--- config.mk ---
export PLATFORM = sky130hd
export DESIGN_NAME = ofr_fault_response
export DESIGN_NICKNAME = d
export VERILOG_FILES = /design/src/verilog/ofr_pkg.sv /design/src/verilog/ofr_timer_if.sv /design/src/verilog/ofr_delay_timer.sv /design/src/verilog/ofr_fault_response.sv
export SDC_FILE = /design/constraint.sdc
export NUM_CORES = 1
export LEC_CHECK = 0
export ABC_CLOCK_PERIOD_IN_PS = 3800
export CAP_MARGIN = 20
export CORE_ASPECT_RATIO = 1.2
export CORE_UTILIZATION = 64
export DETAILED_ROUTE_END_ITERATION = 6
export DONT_BUFFER_PORTS = 1
export PLACE_DENSITY = 0.8
export SLEW_MARGIN = 20
export SYNTH_ARGS = -nofsm -noshare
export SYNTH_HDL_FRONTEND = slang
export SYNTH_SLANG_ARGS = --single-unit
--- constraint.sdc ---
create_clock -name ref_clk -period 3.8 [get_ports ref_clk]
set_clock_uncertainty 0.1 [all_clocks]
set_input_delay 0.19 -clock ref_clk [delete_from_list [all_inputs] [get_ports ref_clk]]
set_output_delay 0.19 -clock ref_clk [all_outputs]
set_load 0.01 [all_outputs]
--- src/verilog/ofr_pkg.sv ---
package ofr_pkg;
    localparam logic [7:0]  CMD_REACTION   = 8'h50;
    localparam logic [7:0]  CMD_OT_LIMIT   = 8'h4F;
    localparam logic [7:0]  REACTION_RESET = 8'h80;
    localparam logic [15:0] LIMIT_RESET    = 16'h7FFF;
    localparam int          RESP_HI        = 7;
    localparam int          RESP_LO        = 6;
    localparam int          RETRY_HI       = 5;
    localparam int          RETRY_LO       = 3;
    localparam int          DELAY_HI       = 2;
    localparam int          DELAY_LO       = 0;
    localparam logic [1:0]  RESP_IGNORE    = 2'h0;
    localparam logic [1:0]  RESP_CONTINUE  = 2'h1;
    localparam logic [1:0]  RESP_DISABLE   = 2'h2;
    localparam logic [1:0]  RESP_LATCH     = 2'h3;
    localparam logic [2:0]  RETRY_NONE     = 3'h0;
    localparam logic [2:0]  RETRY_FOREVER  = 3'h7;
    localparam int          UNIT_W         = 16;
    localparam int          DELAY_MAX_SH   = 7;

    typedef enum logic [2:0]
    {
        ST_OFF,
        ST_RUN,
        ST_CONT_DELAY,
        ST_RETRY_WAIT,
        ST_ATTEMPT,
        ST_LATCHED
    } ofr_state_e;
endpackage

--- src/verilog/ofr_timer_if.sv ---
`timescale 1ns/1ns
interface ofr_timer_if;
    import ofr_pkg::*;
    logic              start;
    logic [2:0]        delayCode;
    logic [UNIT_W-1:0] unitLen;
    logic              expired;
    modport ctrl  (output start, output delayCode, output unitLen,
                   input expired);
    modport timer (input start, input delayCode, input unitLen,
                   output expired);
endinterface
--- src/verilog/ofr_delay_timer.sv ---
`timescale 1ns/1ns
module ofr_delay_timer
(
    // clock and reset
    input wire logic   ref_clk,
    input wire logic   sys_rst,
    // control side
    ofr_timer_if.timer tmr
);
    import ofr_pkg::*;
    localparam int LW = UNIT_W + DELAY_MAX_SH;

    logic [LW-1:0] remain;
    logic [LW-1:0] loadHeld;
    logic [LW-1:0] elapsed;
    logic          busy;
    logic          expiredQ;
    logic [LW-1:0] loadVal;
    logic [UNIT_W-1:0] unitSafe;

    // zero unit length would end every delay after one cycle, whatever the code; treat it as one cycle
    assign unitSafe = (tmr.unitLen == '0) ? UNIT_W'(1) : tmr.unitLen;
    assign loadVal  = LW'(unitSafe) << tmr.delayCode;
    assign tmr.expired = expiredQ;

    always_ff @(posedge ref_clk)
    begin
        if (sys_rst)
        begin
            remain   <= '0;
            loadHeld <= '0;
            busy     <= 1'b0;
            expiredQ <= 1'b0;
        end
        else if (tmr.start)
        begin
            remain   <= loadVal;
            loadHeld <= loadVal;
            busy     <= 1'b1;
            expiredQ <= 1'b0;
        end
        else if (busy && remain <= LW'(1))
        begin
            busy     <= 1'b0;
            expiredQ <= 1'b1;
        end
        else
        begin
            remain   <= busy ? remain - LW'(1) : remain;
            expiredQ <= 1'b0;
        end
    end

    // helper for checking only
    always_ff @(posedge ref_clk)
    begin
        if (sys_rst)
            elapsed <= '0;
        else if (tmr.start)
            elapsed <= LW'(1);
        else if (busy)
            elapsed <= elapsed + LW'(1);
    end

    property p_delay_len;
        @(posedge ref_clk) disable iff (sys_rst)
        $rose(expiredQ) |-> elapsed == loadHeld + LW'(1);
    endproperty
    a_delay_len: assert property (p_delay_len)
        else $error("delay expired at wrong cycle");
endmodule

--- src/verilog/ofr_fault_response.sv ---
`timescale 1ns/1ns
module ofr_fault_response
(
    // clock and reset
    input  wire logic                   ref_clk,
    input  wire logic                   sys_rst,
    // command port
    input  wire logic                   cmdValid,
    input  wire logic                   cmdWrite,
    input  wire logic [7:0]             cmdCode,
    input  wire logic [15:0]            cmdWdata,
    output logic      [15:0]            rdData,
    output logic                        rdValid,
    output logic                        cmdErr,
    // fault sources, delay unit and clears
    input  wire logic [15:0]            temperature,
    input  wire logic [ofr_pkg::UNIT_W-1:0] timeUnitCycles,
    input  wire logic                   faultClear,
    input  wire logic                   otherFault,
    input  wire logic                   enablePin,
    input  wire logic                   biasGoodPin,
    // power stage and status
    output logic                        outputEnable,
    output logic                        otFault
);
    import ofr_pkg::*;

    logic [7:0]  reaction;
    logic [15:0] otLimit;
    logic [1:0]  enSync;
    logic [1:0]  biasSync;
    logic        runOk;
    logic        overTemp;
    logic [1:0]  respField;
    logic [2:0]  retryField;
    logic [2:0]  retryCount;
    logic        canRetry;
    ofr_state_e  state;
    ofr_state_e  next_state;
    logic        bumpRetry;
    logic        startTimer;
    ofr_timer_if tmrIf ();

    ofr_delay_timer u_timer
    (
        .ref_clk (ref_clk),
        .sys_rst (sys_rst),
        .tmr     (tmrIf.timer)
    );

    assign respField  = reaction[RESP_HI:RESP_LO];
    assign retryField = reaction[RETRY_HI:RETRY_LO];
    assign tmrIf.delayCode = reaction[DELAY_HI:DELAY_LO];
    assign tmrIf.unitLen   = timeUnitCycles;
    assign tmrIf.start     = startTimer;
    assign overTemp = temperature > otLimit;
    assign runOk    = enSync[1] && biasSync[1];

    // control pin and bias monitor are asynchronous
    always_ff @(posedge ref_clk)
    begin
        if (sys_rst)
        begin
            enSync   <= '0;
            biasSync <= '0;
        end
        else
        begin
            enSync   <= {enSync[0], enablePin};
            biasSync <= {biasSync[0], biasGoodPin};
        end
    end

    // command port: byte reaction, word limit
    always_ff @(posedge ref_clk)
    begin
        if (sys_rst)
        begin
            reaction <= REACTION_RESET;
            otLimit  <= LIMIT_RESET;
            rdData   <= '0;
            rdValid  <= 1'b0;
            cmdErr   <= 1'b0;
        end
        else
        begin
            rdValid <= cmdValid && !cmdWrite;
            cmdErr  <= 1'b0;
            if (cmdValid && cmdCode == CMD_REACTION)
            begin
                if (cmdWrite)
                    reaction <= cmdWdata[7:0];
                else
                    rdData <= {8'h00, reaction};
            end
            else if (cmdValid && cmdCode == CMD_OT_LIMIT)
            begin
                if (cmdWrite)
                    otLimit <= cmdWdata;
                else
                    rdData <= otLimit;
            end
            else if (cmdValid)
            begin
                rdData <= '0;
                cmdErr <= 1'b1;
            end
        end
    end

    // sticky status; a new fault beats a clear in the same cycle
    always_ff @(posedge ref_clk)
    begin
        if (sys_rst)
            otFault <= 1'b0;
        else if (overTemp)
            otFault <= 1'b1;
        else if (faultClear)
            otFault <= 1'b0;
    end

    always_comb
    begin
        if (retryField == RETRY_NONE)
            canRetry = 1'b0;
        else if (retryField == RETRY_FOREVER)
            canRetry = 1'b1;
        else
            canRetry = retryCount < retryField;
    end

    always_comb
    begin
        next_state = state;
        startTimer = 1'b0;
        bumpRetry  = 1'b0;
        if (!runOk)
            next_state = ST_OFF;
        else if (otherFault)
            next_state = ST_LATCHED;
        else
        begin
            case (state)
                ST_OFF:
                    next_state = ST_RUN;
                ST_RUN:
                    if (overTemp)
                    begin
                        case (respField)
                            RESP_IGNORE:
                                next_state = ST_RUN;
                            RESP_CONTINUE:
                            begin
                                next_state = ST_CONT_DELAY;
                                startTimer = 1'b1;
                            end
                            RESP_DISABLE:
                            begin
                                next_state = canRetry ? ST_RETRY_WAIT
                                                      : ST_LATCHED;
                                startTimer = canRetry;
                                bumpRetry  = canRetry;
                            end
                            default:
                                next_state = ST_LATCHED;
                        endcase
                    end
                ST_CONT_DELAY:
                    if (tmrIf.expired && overTemp)
                    begin
                        next_state = canRetry ? ST_RETRY_WAIT
                                              : ST_LATCHED;
                        startTimer = canRetry;
                        bumpRetry  = canRetry;
                    end
                    else if (tmrIf.expired)
                        next_state = ST_RUN;
                ST_RETRY_WAIT:
                    if (tmrIf.expired)
                        next_state = ST_ATTEMPT;
                ST_ATTEMPT:
                    if (overTemp)
                    begin
                        next_state = canRetry ? ST_RETRY_WAIT
                                              : ST_LATCHED;
                        startTimer = canRetry;
                        bumpRetry  = canRetry;
                    end
                    else
                        next_state = ST_RUN;
                default:
                    if (faultClear)
                        next_state = ST_RUN;
            endcase
        end
    end

    always_ff @(posedge ref_clk)
    begin
        if (sys_rst)
        begin
            state        <= ST_OFF;
            outputEnable <= 1'b0;
        end
        else
        begin
            state        <= next_state;
            outputEnable <= next_state == ST_RUN
                         || next_state == ST_CONT_DELAY
                         || next_state == ST_ATTEMPT;
        end
    end

    // a clean run or a clear starts the retry budget afresh
    always_ff @(posedge ref_clk)
    begin
        if (sys_rst)
            retryCount <= '0;
        else if (next_state == ST_RUN || next_state == ST_OFF)
            retryCount <= '0;
        else if (bumpRetry)
            retryCount <= retryCount + 3'h1;
    end

    property p_ignore;
        @(posedge ref_clk) disable iff (sys_rst)
        (state == ST_RUN && overTemp && respField == RESP_IGNORE && runOk
         && !otherFault) |=> outputEnable;
    endproperty
    a_ignore: assert property (p_ignore)
        else $error("output dropped on ignored fault");

    property p_cont_runs;
        @(posedge ref_clk) disable iff (sys_rst)
        state == ST_CONT_DELAY |-> outputEnable;
    endproperty
    a_cont_runs: assert property (p_cont_runs)
        else $error("output off during continue delay");

    property p_disable_now;
        @(posedge ref_clk) disable iff (sys_rst)
        (state == ST_RUN && overTemp && respField == RESP_DISABLE)
        |=> !outputEnable;
    endproperty
    a_disable_now: assert property (p_disable_now)
        else $error("output not disabled on fault");

    property p_latched_off;
        @(posedge ref_clk) disable iff (sys_rst)
        (state == ST_LATCHED && !faultClear) |=> !outputEnable;
    endproperty
    a_latched_off: assert property (p_latched_off)
        else $error("latched output came back without clear");

    property p_no_retry;
        @(posedge ref_clk) disable iff (sys_rst)
        (state == ST_RUN && overTemp && respField == RESP_DISABLE
         && retryField == RETRY_NONE && runOk && !otherFault)
        |=> state == ST_LATCHED;
    endproperty
    a_no_retry: assert property (p_no_retry)
        else $error("restart attempted with retry disabled");

    property p_retry_bound;
        @(posedge ref_clk) disable iff (sys_rst)
        (retryField != RETRY_FOREVER && state == ST_RETRY_WAIT
         && $stable(reaction)) |-> retryCount <= retryField;
    endproperty
    a_retry_bound: assert property (p_retry_bound)
        else $error("more restarts than programmed");

    property p_forever;
        @(posedge ref_clk) disable iff (sys_rst)
        (state == ST_ATTEMPT && overTemp && retryField == RETRY_FOREVER
         && runOk && !otherFault) |=> state == ST_RETRY_WAIT;
    endproperty
    a_forever: assert property (p_forever)
        else $error("continuous retry stopped");

    property p_clear_count;
        @(posedge ref_clk) disable iff (sys_rst)
        (state == ST_LATCHED && faultClear && runOk && !otherFault)
        |=> retryCount == 3'h0;
    endproperty
    a_clear_count: assert property (p_clear_count)
        else $error("retry count not reset on clear");

    property p_readback;
        @(posedge ref_clk) disable iff (sys_rst)
        (cmdValid && cmdWrite && cmdCode == CMD_REACTION) ##1 !cmdValid ##1
        (cmdValid && !cmdWrite && cmdCode == CMD_REACTION)
        |=> rdValid && rdData[7:0] == $past(cmdWdata[7:0], 3);
    endproperty
    a_readback: assert property (p_readback)
        else $error("reaction byte readback mismatch");

    property p_status;
        @(posedge ref_clk) disable iff (sys_rst)
        overTemp |=> otFault;
    endproperty
    a_status: assert property (p_status)
        else $error("fault status not set");

    c_latch: cover property (@(posedge ref_clk) state == ST_LATCHED);
    c_attempt_ok: cover property (@(posedge ref_clk)
        state == ST_ATTEMPT ##1 state == ST_RUN);
    c_cont: cover property (@(posedge ref_clk)
        state == ST_CONT_DELAY ##1 state == ST_RETRY_WAIT);
endmodule

==> impl_metrics.json <==
{
  "num_vias": 4407,
  "place_ws_ns": 0.537,
  "cp_max_fo": 45,
  "synth_top_area_share_pct": 32.9,
  "ant_nets": 0,
  "hold_path_end": "state[1]",
  "synth.yosys.warnings": 0,
  "ir_drop_mv": 0.253,
  "io_buffer_count": 0,
  "crit_path_end_kind": "register",
  "drive_above_1_share_pct": 7.43,
  "fin_crit_sh_pct": 87.8,
  "dpl.hpwl_um": 8600,
  "crit_arrival_ns": 3.49,
  "root_buffer": "clkbuf_8",
  "wl_per_cell_um": 18.0,
  "syn_inst": 581,
  "post_synth_num_cell_types": 55,
  "fin_crit_ns": 3.33,
  "worstMarginPinSlew_ns": 1.10,
  "whs_path_depth": 3,
  "drv_cap": 0,
  "hold_buffers": 25,
  "setup_tns_ns": 0,
  "overflow": 0,
  "post_cts_resized": 0,
  "hp-start": "otherFault",
  "htree_num_levels": 3,
  "startpoint_type": "register",
  "start_util_pct": 66.1,
  "grt_pass1_wl_um": 20200,
  "worstReg2RegStart": "otLimit[15]",
  "max_freq_ghz": 0.300,
  "slew_viol_final": 0,
  "pwr_density_cell_nw_per_um2": 291,
  "cts_tree": "yes",
  "final_cell_mix": "dfxtp_1 (79), nor2_1 (71), nand2_1 (48), a21oi_1 (35), inv_1 (29)",
  "crit_required_ns": 3.95,
  "clk_pin_slew_ns": 0.08,
  "synth_nets": 670,
  "holdWs_ns": 0.0384,
  "synth_edf_count": 0,
  "syn_avg_cell_area_um2": 8.28,
  "syn_to_final_growth_pct": 9.99,
  "grt_use_total_pct": 33.0,
  "dp_cells": 641,
  "place.gp.congestion": 0.877,
  "antenna_found_initial": 0,
  "coreArea_um2": 7270,
  "vias_per_cell": 6.46,
  "drt_iter0_markers": 237,
  "setup_slack_ns": 0.465,
  "clkSinkCount": 79,
  "numCtsBuffers": 9,
  "path_class": "register to register",
  "ios": 84,
  "grt_max_degree": 77,
  "reg2reg_depth": 10,
  "synth.area.top_cells": "dfxtp_1 (33%), ha_1 (6.5%), nor2_1 (5.5%)",
  "fin_cells": 682,
  "drc": 0,
  "status": "finished, final reports clean",
  "final_common_cell": "dfxtp_1",
  "grt_pass1_vias": 4388,
  "n_antenna_cell": 0,
  "syn_area_um2": 4810,
  "setup_viol": 0,
  "design.die.area_um2": 7870,
  "fp.dieW_um": 81.1,
  "reg2reg_to": "u_timer.remain[8]",
  "rsz0062_at_grt": "false",
  "clockBufferDepth": 2,
  "hold_viol": 0,
  "hold_path.class": "input port to register",
  "synth_flop_cell": "dfxtp_1",
  "slew_headroom_pct": 26.9,
  "p_leak_nw": 1.93,
  "synth_seq_cells": 79,
  "clock_latency_ns": 0.35,
  "std_cell_rows": 34,
  "yosysTopAreaCell": "dfxtp_1",
  "ys_seq_area_share_pct": 32.9,
  "fin_nets": 676,
  "dieHeight_um": 97.0,
  "synthArstFlopShare_pct": 0,
  "routed_wl_um": 12300,
  "dr.pass1.iters": 5,
  "cts_setup_buffers": 0,
  "rrSetupSlack_ns": 0.47
}
==> how the worst max path moves through the flow <==
stage	from	endpoint	slack, ns
after floorplan	otLimit[15]	u_timer.remain[18]	0.98
after global placement	otLimit[15]	u_timer.remain[8]	0.71
after detailed placement	otLimit[15]	u_timer.remain[18]	0.54
after CTS	otLimit[15]	u_timer.remain[8]	0.52
after global routing	otLimit[14]	u_timer.remain[8]	0.23
final	otLimit[15]	u_timer.remain[8]	0.47
==> layout make-up <==
type / instances / area, um2
multi-input combinational: 434 / 2970
fill: 545 / 1980
sequential: 79 / 1580
timing repair buffer: 34 / 335
clock buffer: 9 / 124
tap: 90 / 113
inverter: 29 / 109
clock inverter: 7 / 61.3
==> worst max-delay path: stages, from the launching register on <==
cell,delay [ns]
dfxtp_1,0.36
inv_1,0.05
ha_1,0.29
nand4_1,0.16
nor4_1,0.44
a21bo_2,0.29
a31oi_1,0.49
o2111a_1,0.27
buf_4,0.40
a41oi_1,0.10
a221oi_1,0.27
==> routing by layer <==
metal / GRT usage (%) / part of all wire (%)
met1: 37.7 / 39
met2: 56.6 / 52
met3: 7.55 / 6.3
met4: 15.2 / 3.1
met5: 0 / 0
==> through the flow <==
stage	power, mW	util [%]	area [um2]
after floorplan	0.923	-	4810
after global placement	0.926	66.5	4840
after detailed placement	0.929	66.5	4840
after CTS	1.54	72.7	5290
after global routing	1.60	72.7	5290
final	1.54	72.7	5290
==> cell families (layout without fill, tap and decap cells) <==
family | Yosys count | count (layout) | synth area share, %
AOI/OAI and AO/OA | 137 | 137 | 20.2
and+or+nand+nor | 214 | 214 | 21.7
buffers and inverters | 68 | 79 | 5.57
DFF | 79 | 79 | 32.9
muxes | 34 | 34 | 8.71
xor gates and xnor gates | 24 | 24 | 4.37
adders and majority gates | 25 | 25 | 6.50
==> cells in the mapped netlist (6+ instances only) <==
cell and n:
a211oi_1 25, mux2i_1 25, and2_1 7, xor2_1 7
nor3_1 21, o2111ai_1 8, nand3_1 18, nand2_1 48
mux4_2 6, a211o_1 17, a221oi_1 11, inv_1 29
xnor2_1 17, nand4_1 6, o21ai_0 11, nor2b_1 9
a21oi_1 35, nand2b_1 7, clkbuf_1 33, ha_1 25
nor2_1 71, nor4_1 9, dfxtp_1 79
==> registers in the layout, summed over array words and instances, names as in the netlist <==
register and flops:
state 3, biasSync 2, reaction 8, cmdErr 1, u_timer.busy 1, rdData 16, u_timer.remain 23, enSync 2
retryCount 3, outputEnable 1, otLimit 16, otFault 1, rdValid 1, u_timer.tmr.expired 1
==> where the power goes <==
part           switching (mW)  total [mW]  internal (mW)
Sequential            0.00824       0.844          0.835
Clock                   0.341       0.592          0.251
Combinational          0.0556       0.104         0.0487
No activity file was read; power rests on OpenSTA's default activity.
